## config.mk

```make
export PLATFORM = sky130hd
export DESIGN_NAME = scd_column_driver
export DESIGN_NICKNAME = d
export VERILOG_FILES = /design/src/shared/scd_pkg.sv /design/src/scd_out_stage.sv /design/src/scd_column_driver.sv
export VERILOG_INCLUDE_DIRS = /design/src /design/src/shared
export SDC_FILE = /design/constraint.sdc
export NUM_CORES = 1
export LEC_CHECK = 0
export BUFFER_PORTS_ARGS = -buffer_cell sky130_fd_sc_hd__buf_4
export CORE_UTILIZATION = 65
export CTS_BUF_LIST = sky130_fd_sc_hd__clkbuf_8
export DETAILED_ROUTE_END_ITERATION = 12
export PLACE_DENSITY = 0.83
export SETUP_SLACK_MARGIN = 0.15
export SYNTH_ARGS = -nofsm -noshare
export SYNTH_HDL_FRONTEND = slang
export SYNTH_HIERARCHICAL = 1
export SYNTH_SLANG_ARGS = --single-unit
```

## constraint.sdc

```tcl
create_clock -name mclk_i -period 4.6 [get_ports mclk_i]
set_input_delay 0.92 -clock mclk_i [delete_from_list [all_inputs] [get_ports mclk_i]]
set_output_delay 0.92 -clock mclk_i [all_outputs]
set_load 0.01 [all_outputs]
```

## src/shared/scd_consts.svh

```systemverilog
// constants for the serial latched column driver
`ifndef SCD_CONSTS_SVH
`define SCD_CONSTS_SVH
`define SCD_CHANNELS     32
`define SCD_SYNC_STAGES  2
`define SCD_DEAD_NS      80
`define SCD_CLK_NS       40
// dead time rounded up to whole cycles, at least one
`define SCD_DEAD_CYC     ((`SCD_DEAD_NS + `SCD_CLK_NS - 1) / `SCD_CLK_NS)
`define SCD_LATCH_RESET  32'h0000_0000
`endif

```

## src/shared/scd_pkg.sv

```systemverilog
// types shared by the column driver files
package scd_pkg;
    typedef enum logic [1:0] {
        SCD_DRV_LOW,
        SCD_DRV_GAP,
        SCD_DRV_HIGH
    } scd_drv_state_t;
endpackage

```

## src/scd_out_stage.sv

```systemverilog
// one totem-pole output stage with break-before-make sequencing
`timescale 1ns/10ps
`default_nettype none
`include "scd_consts.svh"
module scd_out_stage #(
    parameter int DEAD_CYC = `SCD_DEAD_CYC
) (
    input  wire logic mclk_i,
    input  wire logic srst_i,
    input  wire logic want_high_i,
    output logic      src_on_o,
    output logic      snk_on_o
);
    import scd_pkg::*;

    scd_drv_state_t state_reg;
    scd_drv_state_t state_next;
    logic [7:0]     gap_cnt_reg;
    logic [7:0]     gap_cnt_next;
    wire            gap_done;

    assign gap_done = (gap_cnt_reg == 8'(DEAD_CYC - 1));

    // both transitions pass through the gap so source and sink never overlap
    always_comb begin
        state_next   = state_reg;
        gap_cnt_next = 8'h00;
        unique case (state_reg)
            SCD_DRV_LOW: begin
                if (want_high_i) begin
                    state_next = SCD_DRV_GAP;
                end
            end
            SCD_DRV_GAP: begin
                gap_cnt_next = gap_cnt_reg + 8'h01;
                if (gap_done) begin
                    gap_cnt_next = 8'h00;
                    state_next   = want_high_i ? SCD_DRV_HIGH : SCD_DRV_LOW;
                end
            end
            SCD_DRV_HIGH: begin
                if (!want_high_i) begin
                    state_next = SCD_DRV_GAP;
                end
            end
        endcase
    end

    always_ff @(posedge mclk_i) begin
        if (srst_i) begin
            state_reg   <= SCD_DRV_LOW;
            gap_cnt_reg <= 8'h00;
        end else begin
            state_reg   <= state_next;
            gap_cnt_reg <= gap_cnt_next;
        end
    end

    always_ff @(posedge mclk_i) begin
        if (srst_i) begin
            src_on_o <= 1'b0;
            snk_on_o <= 1'b1;
        end else begin
            src_on_o <= (state_next == SCD_DRV_HIGH);
            snk_on_o <= (state_next == SCD_DRV_LOW);
        end
    end

    no_overlap_a: assert property (@(posedge mclk_i) disable iff (srst_i)
        !(src_on_o && snk_on_o))
        else $error("source and sink on together");

    sink_after_gap_a: assert property (@(posedge mclk_i) disable iff (srst_i)
        $fell(src_on_o) |-> !snk_on_o)
        else $error("sink turned on with source release");
endmodule
`default_nettype wire

```

## src/scd_column_driver.sv

```systemverilog
// serial-input latched column driver: shift register, latches, gated outputs
`timescale 1ns/10ps
`default_nettype none
`include "scd_consts.svh"
// How it works
// - a 32-stage shift register feeds 32 latches, each gated to one column
// - with output enable high each column shows its latch
// - serial out carries the last stage so devices can be chained
// - serial out depends on the shift register only, not strobe or enable
// - source drive turns off before sink drive turns on
// - each rising shift clock edge moves data in at stage one
// - strobe high copies register to latches; strobe low holds them
module scd_column_driver #(
    parameter int CHANNELS = `SCD_CHANNELS,
    parameter int DEAD_CYC = `SCD_DEAD_CYC
) (
    input  wire logic                mclk_i,
    input  wire logic                srst_i,
    input  wire logic                sclk_i,
    input  wire logic                sdata_i,
    input  wire logic                strobe_i,
    input  wire logic                oe_i,
    output logic                     sdata_o,
    output logic [CHANNELS-1:0]      col_o,
    output logic [CHANNELS-1:0]      src_on_o,
    output logic [CHANNELS-1:0]      snk_on_o
);
    import scd_pkg::*;

    // two-stage synchronisers; the first stage feeds only the second
    logic [3:0]          meta_reg;
    logic [3:0]          sync_reg;
    logic                sclk_prev_reg;
    logic [CHANNELS-1:0] shift_reg;
    logic [CHANNELS-1:0] shift_next;
    logic [CHANNELS-1:0] latch_reg;
    logic [CHANNELS-1:0] latch_next;
    logic [CHANNELS-1:0] col_next;
    wire                 sclk_s;
    wire                 sdata_s;
    wire                 strobe_s;
    wire                 oe_s;
    wire                 sclk_rise;
    // cycles since enable went low, saturating, used by the settle check
    logic [7:0]          oe_low_cnt_reg;
    logic [7:0]          oe_low_cnt_next;

    // one step of the chain: the new bit enters stage one, stage 32 leaves
    function automatic logic [CHANNELS-1:0] shift_in(input logic [CHANNELS-1:0] cur,
                                                     input logic                bit_in);
        return {cur[CHANNELS-2:0], bit_in};
    endfunction

    // gate one line of latches with the enable; disabled columns sink
    function automatic logic [CHANNELS-1:0] gate_cols(input logic                en,
                                                      input logic [CHANNELS-1:0] lat);
        return en ? lat : '0;
    endfunction

    assign sclk_s    = sync_reg[0];
    assign sdata_s   = sync_reg[1];
    assign strobe_s  = sync_reg[2];
    assign oe_s      = sync_reg[3];
    assign sclk_rise = sclk_s && !sclk_prev_reg;

    always_ff @(posedge mclk_i) begin
        if (srst_i) begin
            meta_reg      <= 4'h0;
            sync_reg      <= 4'h0;
            sclk_prev_reg <= 1'b0;
        end else begin
            meta_reg      <= {oe_i, strobe_i, sdata_i, sclk_i};
            sync_reg      <= meta_reg;
            sclk_prev_reg <= sclk_s;
        end
    end

    // data sampled together with the clock edge keeps the controller's setup margin
    assign shift_next = sclk_rise ? shift_in(shift_reg, sdata_s)
                                  : shift_reg;
    // transparent while strobe is high, so a shift during strobe passes through
    assign latch_next = strobe_s ? shift_reg : latch_reg;
    assign col_next   = gate_cols(oe_s, latch_reg);

    always_ff @(posedge mclk_i) begin
        if (srst_i) begin
            shift_reg <= CHANNELS'(`SCD_LATCH_RESET);
            latch_reg <= CHANNELS'(`SCD_LATCH_RESET);
            col_o     <= CHANNELS'(`SCD_LATCH_RESET);
            sdata_o   <= 1'b0;
        end else begin
            shift_reg <= shift_next;
            latch_reg <= latch_next;
            col_o     <= col_next;
            sdata_o   <= shift_next[CHANNELS-1];
        end
    end

    // saturates so a long blank period never wraps back into the settle window
    assign oe_low_cnt_next = oe_s ? 8'h00
                           : (oe_low_cnt_reg == 8'hFF) ? oe_low_cnt_reg
                           : oe_low_cnt_reg + 8'h01;

    always_ff @(posedge mclk_i) begin
        if (srst_i) begin
            oe_low_cnt_reg <= 8'h00;
        end else begin
            oe_low_cnt_reg <= oe_low_cnt_next;
        end
    end

    genvar g;
    generate
        for (g = 0; g < CHANNELS; g++) begin : g_out
            scd_out_stage #(
                .DEAD_CYC (DEAD_CYC)
            ) u_stage (
                .mclk_i      (mclk_i),
                .srst_i      (srst_i),
                .want_high_i (col_o[g]),
                .src_on_o    (src_on_o[g]),
                .snk_on_o    (snk_on_o[g])
            );

            // per-channel checks: drives against the column value and each other, column against enable and latch
            chan_src_a: assert property (@(posedge mclk_i) disable iff (srst_i)
                src_on_o[g] |-> (col_o[g] || $past(col_o[g])))
                else $error("source on for a low column");

            chan_snk_a: assert property (@(posedge mclk_i) disable iff (srst_i)
                snk_on_o[g] |-> (!col_o[g] || !$past(col_o[g])))
                else $error("sink on for a high column");

            chan_snk_rise_a: assert property (@(posedge mclk_i) disable iff (srst_i)
                $rose(snk_on_o[g]) |-> $past(!src_on_o[g]))
                else $error("sink turned on while source was on");

            chan_src_rise_a: assert property (@(posedge mclk_i) disable iff (srst_i)
                $rose(src_on_o[g]) |-> $past(!snk_on_o[g]))
                else $error("source turned on while sink was on");

            chan_col_a: assert property (@(posedge mclk_i) disable iff (srst_i)
                col_o[g] |-> $past(oe_s && latch_reg[g]))
                else $error("column high without enable and latch");
        end
    endgenerate

    shift_advance_a: assert property (@(posedge mclk_i) disable iff (srst_i)
        sclk_rise |=> (shift_reg == {$past(shift_reg[CHANNELS-2:0]), $past(sdata_s)}))
        else $error("shift register did not advance on clock edge");

    shift_hold_a: assert property (@(posedge mclk_i) disable iff (srst_i)
        !sclk_rise |=> $stable(shift_reg))
        else $error("shift register moved without clock edge");

    latch_load_a: assert property (@(posedge mclk_i) disable iff (srst_i)
        strobe_s |=> (latch_reg == $past(shift_reg)))
        else $error("latches missed strobe load");

    latch_hold_a: assert property (@(posedge mclk_i) disable iff (srst_i)
        !strobe_s |=> $stable(latch_reg))
        else $error("latches changed with strobe low");

    col_enabled_a: assert property (@(posedge mclk_i) disable iff (srst_i)
        oe_s |=> (col_o == $past(latch_reg)))
        else $error("enabled columns do not show latches");

    col_disabled_a: assert property (@(posedge mclk_i) disable iff (srst_i)
        !oe_s |=> (col_o == '0))
        else $error("disabled columns not low");

    cascade_out_a: assert property (@(posedge mclk_i) disable iff (srst_i)
        1'b1 |=> (sdata_o == shift_reg[CHANNELS-1]))
        else $error("serial out not last stage");

    cascade_quiet_a: assert property (@(posedge mclk_i) disable iff (srst_i)
        !sclk_rise ##1 !sclk_rise |=> $stable(sdata_o))
        else $error("serial out moved without a shift");

    // reset is checked without the disable so the cleared state is seen
    reset_state_a: assert property (@(posedge mclk_i)
        srst_i |=> (col_o == '0 && src_on_o == '0 && snk_on_o == '1 && !sdata_o))
        else $error("outputs not cleared by reset");

    cascade_strobe_a: assert property (@(posedge mclk_i) disable iff (srst_i)
        (strobe_s && !sclk_rise) |=> $stable(sdata_o))
        else $error("serial out moved with strobe");

    cascade_enable_a: assert property (@(posedge mclk_i) disable iff (srst_i)
        (!oe_s && !sclk_rise) |=> $stable(sdata_o))
        else $error("serial out moved with enable low");

    cascade_sample_a: assert property (@(posedge mclk_i) disable iff (srst_i)
        sclk_rise |=> (sdata_o == $past(shift_reg[CHANNELS-2])))
        else $error("serial out skipped a stage");

    latch_source_a: assert property (@(posedge mclk_i) disable iff (srst_i)
        $changed(latch_reg) |-> $past(strobe_s))
        else $error("latches changed without strobe");

    col_steady_a: assert property (@(posedge mclk_i) disable iff (srst_i)
        ($past(oe_s) && $past(oe_s, 2) && $past(!strobe_s, 2)) |-> $stable(col_o))
        else $error("columns moved while enabled and held");

    // after the dead time every stage must have settled to sinking
    oe_settle_a: assert property (@(posedge mclk_i) disable iff (srst_i)
        (oe_low_cnt_reg > 8'(DEAD_CYC + 3)) |-> (snk_on_o == '1 && src_on_o == '0))
        else $error("columns not sinking after enable low");
endmodule
`default_nettype wire

```

==> impl_metrics.yaml, run 1 <==
status:
  status: "completed"
worst_setup_path:
  cp_max_fo: 6
  slowest_stage: "dfxtp_1"
  worst-endpoint-required_ns: 3.68
  cp-start-kind: "register"
  critPathMaxStageDelay_ns: 0.48
  rr_worst_depth: 6
  path_buf_inv: 1
  path_class: "register to output pin"
  end_kind: "output pin"
  crit_chain: "buf_4"
  cp.arrival_ns: 1.29
  crit_cells: 1
  path_delay_family: "flip-flops"
power_and_ir_drop:
  irDropWorstVdd_uv: 285.8
  pwr-share-seq: 0.529
  leakagePower_nw: 9.717
  combPwrFrac: 0.008
  power_frac_clock: 0.463
  power_w: 0.008027
  switchingPower_w: 0.001705
  power.density_nw_per_um2: 319.5
  switching_share: 0.2124
  internal_power_w: 0.006322
job:
  drv_cap: 0
sta:
  holdWs_ns: 0.4458
  setup_violations: 0
  slew_viol_final: 0
  max_slew_margin: 0.2612
  fin_tns_setup_ns: 0
  rsz0062_at_grt: "false"
  skew_ns: 0.02165
  final.min_clock_period_ns: 2.213
  setup_ws_ns: 2.387
  tightest_slew_ns: 1.103
  fmax_ghz: 0.4519
  finalCritPeriodShare: 0.4810
  hold_violations: 0
cells_and_area:
  seq_area_sq_um: 9791
  drive_gt1_frac: 0.1826
  largest_reg_flops: 256
  final_util: 0.7437
  layout.nets: 2519
  multi_input_area_sq_um: 12000
  num-fill-cells: 2368
  area_growth_pct: 11.62
  layout_commonest_cell: "dfxtp_1"
  antenna_cells: 0
  layout.cells.most_common_list: "dfxtp_1 (488), nor2_1 (354), nand3_1 (153), xor2_1 (153), ha_1 (128)"
worst_hold_path:
  holdPathStages: 1
  hold_path_class: "register to register"
clock_tree:
  h-tree-depth: 3
  ctsHoldBuffers: 0
  cts-resized-gates: 0
  numCtsBuffers: 79
  clk_pin_slew_worst_paths_ns: 0.06
  clockBufferDepth: 3
  cts_sinks: 489
  cts_root_buffer: "clkbuf_8"
  post_cts_buffers: 0
  insertion_delay_ns: 0.62
  tritoncts: "done"
yosys:
  syn_nets: 2385
  netlist_top_cells_area: "dfxtp_1 (43%), ha_1 (7.1%), xor2_1 (6.0%)"
  netlist.area_leader.share: 0.4349
  yosysTopAreaCell: "dfxtp_1"
  synth_cell_type_count: 49
  ys_seq_area_frac: 0.4349
  synthArstFlopShare: 0
  yosys_register_bits: 489
  syn_area_per_cell_sq_um: 10.00
  synthFlopType: "dfxtp_1"
  netlist_area_sq_um: 22510
  synth_edf_count: 0
  postSynthCellCount: 2251
  yosysWarnings: 6
global_route:
  grt_pass1_wl_microns: 69410
  first_global_vias: 15600
  grt_use_total: 0.2283
  grt_max_degree: 108
  grt_remaining_overflow: 0
  antenna_found_initial: 0
die:
  die_h_microns: 188.1
  placementRows: 67
  die_area_sq_um: 35380
  pin_count: 103
  die_w_microns: 188.1
  core_sq_um: 33780
  start_util: 0.6663
drt:
  wirelength_microns: 40140
  drc_errors: 0
  drt_iter0_markers: 620
  route.vias.total: 15680
  route.antenna.remaining_nets: 0
  drtPass1Iterations: 5
  routedWlPerCell_microns: 13.88
  routed_via_density: 5.422
place:
  io_buffers: 102
  hpwl_microns: 27370
  gp_congestion: 0.8395
  dp_slack_ns: 2.019
-- stage by stage --
step / area [sq um] / instances
finish: 25130 / 2891
global route: 25130 / 2891
CTS: 25130 / 2891
detailed placement: 23520 / 2752
global placement: 23520 / 2752
floorplan: 22510 / 2251
-- area by class of cell --
cell class | instances | area share
Inverter | 98 | 0.01464
Clock buffer | 103 | 0.05642
Sequential cell | 489 | 0.3897
Tap cell | 448 | 0.02231
Timing Repair Buffer | 104 | 0.03182
Clock inverter | 36 | 0.007420
Multi-Input combinational cell | 1613 | 0.4777
-- power by group through the flow --
stage | combinational [W] | clock (W) | sequential (W)
floorplan | 0.0000481 | 0 | 0.00433
global placement | 0.0000659 | 0 | 0.00434
detailed placement | 0.0000670 | 0 | 0.00434
CTS | 0.0000672 | 0.00382 | 0.00425
global route | 0.0000715 | 0.00403 | 0.00424
finish | 0.0000666 | 0.00371 | 0.00425
-- cells in the mapped netlist, drive strengths merged (33+ instances only) --
cell    number
inv         98
ha         128
nand2b      68
xor2       153
and3        64
a21oi       33
buf         46
nand3      153
nor3        64
nor2       354
and2        61
xnor2       39
dfxtp      489
o21ai       36
nand2       64
mux2i       92
-- worst paths after layout --
path	from	to	slack, ns
max	col_o[7]	col_o[7]	2.39
min	meta_reg[2]	sync_reg[2]	0.45
max reg2reg	g_out[4].u_stage/state_reg[0]	g_out[4].u_stage/snk_on_o	2.68
min reg2reg	meta_reg[2]	sync_reg[2]	0.45
-- kinds of logic (layout without fill, tap and decap cells) --
group                      count (synthesis)  after routing  share of synthesized area
buffers and inverters                    149            341                    0.03185
adders and majority gates                128            128                    0.07115
DFF                                      489            489                     0.4349
and+or+nand+nor                          974            974                     0.2578
muxes                                     92             92                    0.04091
xor gates and xnor gates                 192            192                    0.07471
AOI/OAI and AO/OA                        227            227                    0.08866
-- metal layers --
metal	GRT usage	wire [microns]
met1	0.2742	18080
met2	0.4077	20030
met3	0.04417	1311
met4	0.07223	712
met5	0	0
Power figures use the tool's default switching activity.
==> inputs of run 2 (changes only) <==
--- a/config.mk
+++ b/config.mk
@@ -7,10 +7,10 @@
 export NUM_CORES = 1
 export LEC_CHECK = 0
 export BUFFER_PORTS_ARGS = -buffer_cell sky130_fd_sc_hd__buf_4
-export CORE_UTILIZATION = 65
+export CORE_UTILIZATION = 58
 export CTS_BUF_LIST = sky130_fd_sc_hd__clkbuf_8
 export DETAILED_ROUTE_END_ITERATION = 12
-export PLACE_DENSITY = 0.83
+export PLACE_DENSITY = 0.78
 export SETUP_SLACK_MARGIN = 0.15
 export SYNTH_ARGS = -nofsm -noshare
 export SYNTH_HDL_FRONTEND = slang
==> constraint.sdc (replaced) <==
create_clock -name mclk_i -period 1.95 [get_ports mclk_i]
set_input_delay 0.39 -clock mclk_i [delete_from_list [all_inputs] [get_ports mclk_i]]
set_output_delay 0.39 -clock mclk_i [all_outputs]
set_load 0.01 [all_outputs]
==> impl_metrics.yaml, run 2 (synthesized netlist as in run 1, its figures left out) <==
status:
  status: "completed"
global_route:
  grt_use_total: 0.2058
  grt_max_degree: 78
  antenna_found_initial: 0
  grt_remaining_overflow: 0
  grt_pass1_wl_microns: 68700
  first_global_vias: 15410
worst_setup_path:
  rr_worst_depth: 6
  cp.arrival_ns: 2.24
  path_class: "register to register"
  cp_max_fo: 7
  rrSetupSlack_ns: 0.21
  end_kind: "register"
  cp-start-kind: "register"
  r2r-end: "g_out[17].u_stage/snk_on_o"
  worst-endpoint-required_ns: 2.45
  r2r-start: "g_out[17].u_stage/state_reg[0]"
cells_and_area:
  antenna_cells: 0
  multi_input_area_sq_um: 12050
  layout.nets: 2532
  final_area_sq_um: 25470
  layout_commonest_cell: "dfxtp_1"
  num-fill-cells: 2980
  area_growth_pct: 13.17
  largest_reg_flops: 256
  seq_area_sq_um: 9791
  layout.cells.most_common_list: "dfxtp_1 (488), nor2_1 (354), nand3_1 (153), xor2_1 (153), inv_1 (123)"
  drive_gt1_frac: 0.1914
power_and_ir_drop:
  power.density_nw_per_um2: 759.0
  leakagePower_nw: 9.816
  irDropWorstVdd_uv: 506.1
sta:
  fin_tns_setup_ns: 0
  skew_ns: 0.01864
  setup_violations: 0
  hold_violations: 0
  final.min_clock_period_ns: 1.737
  fmax_ghz: 0.5757
  rsz0062_at_grt: "true"
  tightest_slew_ns: 0.6270
  holdWs_ns: 0.3265
  slew_viol_final: 0
  finalCritPeriodShare: 0.8908
  max_slew_margin: 0.5801
  setup_ws_ns: 0.2130
die:
  pin_count: 103
  die_w_microns: 199
  die_area_sq_um: 39600
  placementRows: 71
  core_sq_um: 37930
  start_util: 0.5934
  die_h_microns: 199
clock_tree:
  cts_root_buffer: "clkbuf_8"
  cts_sinks: 489
  post_cts_buffers: 0
  clk_pin_slew_worst_paths_ns: 0.06
  insertion_delay_ns: 0.61
  clockBufferDepth: 3
  tritoncts: "done"
  numCtsBuffers: 81
  h-tree-depth: 3
drt:
  drc_errors: 0
  route.vias.total: 15710
  route.antenna.remaining_nets: 0
  routedWlPerCell_microns: 13.47
  wirelength_microns: 39980
  drt_iter0_markers: 572
  routed_via_density: 5.295
  drtPass1Iterations: 5
worst_hold_path:
  min-delay-start: "srst_i"
  holdPathStages: 3
  whs_endpoint: "g_out[19].u_stage/state_reg[0]"
  hold_path_class: "input pin to register"
place:
  dpl_cell_area_sq_um: 23700
  hpwl_microns: 27440
  gp_congestion: 0.7963
  io_buffers: 102
  dp_slack_ns: 0.1302
job:
  drv_cap: 0
==> run 2: cell count changes in the layout (fill, tap and decap cells not counted), moves of 4 or more <==
cell | before | now
ha_1 | 128 | 111
dlygate4sd3_1 | 0 | 4
clkinv_2 | 10 | 4
ha_2 | 0 | 17
buf_12 | 1 | 5
o21ai_0 | 35 | 7
o21ai_1 | 1 | 28
==> run 2: stage by stage <==
stage	util	std cells	total power, W
after global routing	0.6716	2967	0.02010
after CTS	0.6704	2967	0.01962
final	0.6716	2967	0.01934
after global placement	0.6249	2822	0.01042
after detailed placement	0.6249	2822	0.01042
after floorplan	-	2251	0.01033
==> run 2: layout make-up <==
type / count / area share
timing repair buffer: 115 / 0.03698
clock inverter: 35 / 0.008890
clock buffer: 106 / 0.05727
tap: 511 / 0.02510
inverter: 98 / 0.01444
multi-input combinational: 1613 / 0.4730
sequential: 489 / 0.3843
==> run 2: worst max path at each step <==
stage                                         startpoint                         end  slack (ns)  cells after the start
final                     g_out[17].u_stage/state_reg[0]  g_out[17].u_stage/snk_on_o        0.21                      6
after global routing      g_out[18].u_stage/state_reg[0]  g_out[18].u_stage/snk_on_o        0.14                      6
after CTS                 g_out[26].u_stage/state_reg[0]  g_out[26].u_stage/snk_on_o        0.15                      6
after detailed placement  g_out[27].u_stage/state_reg[0]  g_out[27].u_stage/snk_on_o        0.13                      6
after global placement    g_out[28].u_stage/state_reg[0]  g_out[28].u_stage/snk_on_o        0.28                      6
after floorplan            g_out[0].u_stage/state_reg[0]   g_out[0].u_stage/snk_on_o        0.33                      6
==> run 2: repair_timing <==
action / CTS / global route
hold buffers: 4 / 0
resized for setup: 8 / 38
endpoints found under the setup margin: 9 / 59
endpoints found under the hold margin: 4 / 0
==> run 2: where the power goes <==
group | switching, W | internal (W)
Clock | 0.00390 | 0.00523
Combinational | 0.000119 | 0.0000792
Sequential | 0.00000389 | 0.0100
==> run 2: routing by layer <==
layer  part of all wire  GRT usage  up-vias
met4              0.021    0.07464        0
met2               0.48     0.3538      221
met3              0.035    0.03967       71
met1               0.46     0.2550     7399
li1                   -          -     8020
met5                  0          0        -
==> run 2: worst max-delay path, cell delays in order (launching register included) <==
cell,delay (ns)
dfxtp_1,0.39
inv_1,0.06
ha_1,0.38
or2b_2,0.32
o21ai_1,0.17
o32ai_1,0.14
a21o_1,0.17
==> inputs of run 3 (changes only) <==
--- a/config.mk
+++ b/config.mk
@@ -14,5 +14,4 @@
 export SETUP_SLACK_MARGIN = 0.15
 export SYNTH_ARGS = -nofsm -noshare
 export SYNTH_HDL_FRONTEND = slang
-export SYNTH_HIERARCHICAL = 1
 export SYNTH_SLANG_ARGS = --single-unit
==> impl_metrics.yaml, run 3 <==
status:
  status: "completed"
drt:
  route.antenna.remaining_nets: 0
  routedWlPerCell_microns: 13.12
  dr_wl_met3_microns: 1369
  topRoutingLayerUsed: "met4"
  wl_met2_microns: 19090
  drc_errors: 0
  wirelength_microns: 39430
  met1_length_microns: 17960
  drtPass1Iterations: 5
  drt_iter0_markers: 510
  routed_via_density: 5.199
  route.vias.total: 15630
sta:
  finalCritPeriodShare: 0.8683
  rsz0062_at_grt: "false"
  fmax_ghz: 0.5906
  slew_viol_final: 0
  holdWs_ns: 0.07760
  tightest_slew_ns: 1.063
  fin_tns_setup_ns: 0
  setup_violations: 0
  max_slew_margin: 0.2884
  final.min_clock_period_ns: 1.693
  skew_ns: 0.02053
  hold_violations: 0
  setup_ws_ns: 0.2567
yosys:
  yosysMostFrequentCell: "dfxtp_1"
  syn_nets: 2524
  synthFlopType: "dfxtp_1"
  yosysTopAreaCell: "dfxtp_1"
  synth_common_cells: "dfxtp_1 (489), nor2_1 (362), nand2_1 (151)"
  synth_cell_type_count: 41
  netlist_top_cells_area: "dfxtp_1 (43%), ha_1 (7.0%), nor2_1 (5.9%)"
  syn_area_per_cell_sq_um: 9.557
  ys_seq_area_frac: 0.4286
  synthArstFlopShare: 0
  netlist_area_sq_um: 22840
  yosys_register_bits: 489
  postSynthCellCount: 2390
  yosysWarnings: 0
  netlist.area_leader.share: 0.4286
  synth_edf_count: 0
die:
  die_w_microns: 200.5
  die_h_microns: 200.5
  die_area_sq_um: 40180
  placementRows: 72
  core_sq_um: 38740
  pin_count: 103
  start_util: 0.5897
global_route:
  first_global_vias: 15190
  grt_pass1_wl_microns: 68180
  grt_max_degree: 58
  antenna_found_initial: 0
  grt_use_total: 0.1975
  grt_remaining_overflow: 0
cells_and_area:
  layout.cells.most_common_list: "dfxtp_1 (487), nor2_1 (362), nand2_1 (151)"
  layout.nets: 2557
  multi_input_area_sq_um: 11690
  num-fill-cells: 3083
  drive_gt1_frac: 0.1515
  final_area_sq_um: 25280
  largest_reg_flops: 256
  antenna_cells: 0
  layout_commonest_cell: "dfxtp_1"
  seq_area_sq_um: 9792
  area_growth_pct: 10.68
worst_setup_path:
  cp.arrival_ns: 1.30
  crit_chain: "buf_4"
  cp-start-kind: "register"
  cp_max_fo: 6
  path_delay_family: "flip-flops"
  path_buf_inv: 1
  end_kind: "output pin"
  worst-endpoint-required_ns: 1.56
  slowest_stage: "dfxtp_1"
  critPathMaxStageDelay_ns: 0.49
  path_class: "register to output pin"
power_and_ir_drop:
  power.density_nw_per_um2: 796.2
  leakagePower_nw: 9.750
  irDropWorstVdd_uv: 477.1
worst_hold_path:
  hold_path_class: "input pin to register"
clock_tree:
  clockBufferDepth: 3
  insertion_delay_ns: 0.62
  post_cts_buffers: 0
  h-tree-depth: 3
  tritoncts: "done"
  clk_pin_slew_worst_paths_ns: 0.06
  cts_root_buffer: "clkbuf_8"
  cts_sinks: 489
  numCtsBuffers: 83
place:
  io_buffers: 102
  gp_congestion: 0.7846
  hpwl_microns: 27020
  dp_slack_ns: 0.2150
  dpl_cell_area_sq_um: 23350
job:
  drv_cap: 0
==> run 3: stage by stage <==
stage / std cells / util / total power [W]
2_1_floorplan: 2390 / - / 0.01046
3_3_place_gp: 2853 / 0.6027 / 0.01053
3_5_place_dp: 2853 / 0.6027 / 0.01054
4_1_cts: 3006 / 0.6507 / 0.02044
5_1_grt: 3006 / 0.6526 / 0.02097
6_report: 3006 / 0.6526 / 0.02013
==> run 3: power by group <==
part | total [W] | switching, W | internal [W]
registers | 0.0100 | 0.0000137 | 0.0100
logic | 0.000293 | 0.000182 | 0.000112
clock network | 0.00980 | 0.00407 | 0.00573
total | 0.0201 | 0.00427 | 0.0159
==> run 3: metal layers <==
layer | vias up | GRT usage
met5 | - | 0
met2 | 202 | 0.3446
met3 | 76 | 0.04140
met4 | 0 | 0.07306
li1 | 8016 | -
met1 | 7333 | 0.2386
==> run 3: cells by family (layout without fill, tap and decap cells) <==
kind of cell / after synthesis / after routing / synth area share
buffers and inverters: 267 / 365 / 0.06294
and+or+nand+nor: 1015 / 1015 / 0.2505
adders and majority gates: 128 / 128 / 0.07011
muxes: 57 / 57 / 0.02498
DFF: 489 / 489 / 0.4286
AOI/OAI and AO/OA: 241 / 241 / 0.08890
xor gates and xnor gates: 193 / 193 / 0.07400
==> run 3: path summary, 6_finish.rpt <==
kind                                  startpoint                         end  slack (ns)  cells past startpoint
setup / recovery                       col_o[26]                   col_o[26]        0.26                      1
hold / removal                           sdata_i                 meta_reg[1]        0.08                      2
setup reg to reg  g_out[18].u_stage.state_reg[0]  g_out[18].u_stage.snk_on_o        0.27                      5
hold reg to reg                      sync_reg[1]                shift_reg[0]        0.45                      2
==> run 3: timing repair <==
action,4_1_cts,5_1_grt
hold buffers,3,0
endpoints found under the hold margin,3,0
endpoints found under the setup margin,0,21
resized for setup,0,13
==> run 3: final cells by class <==
cell class / count / area share
clock inverter: 43 / 0.01415
sequential: 489 / 0.3873
timing repair buffer: 116 / 0.03747
inverter: 99 / 0.01470
clock buffer: 107 / 0.05825
multi-input combinational: 1634 / 0.4625
tap: 518 / 0.02564
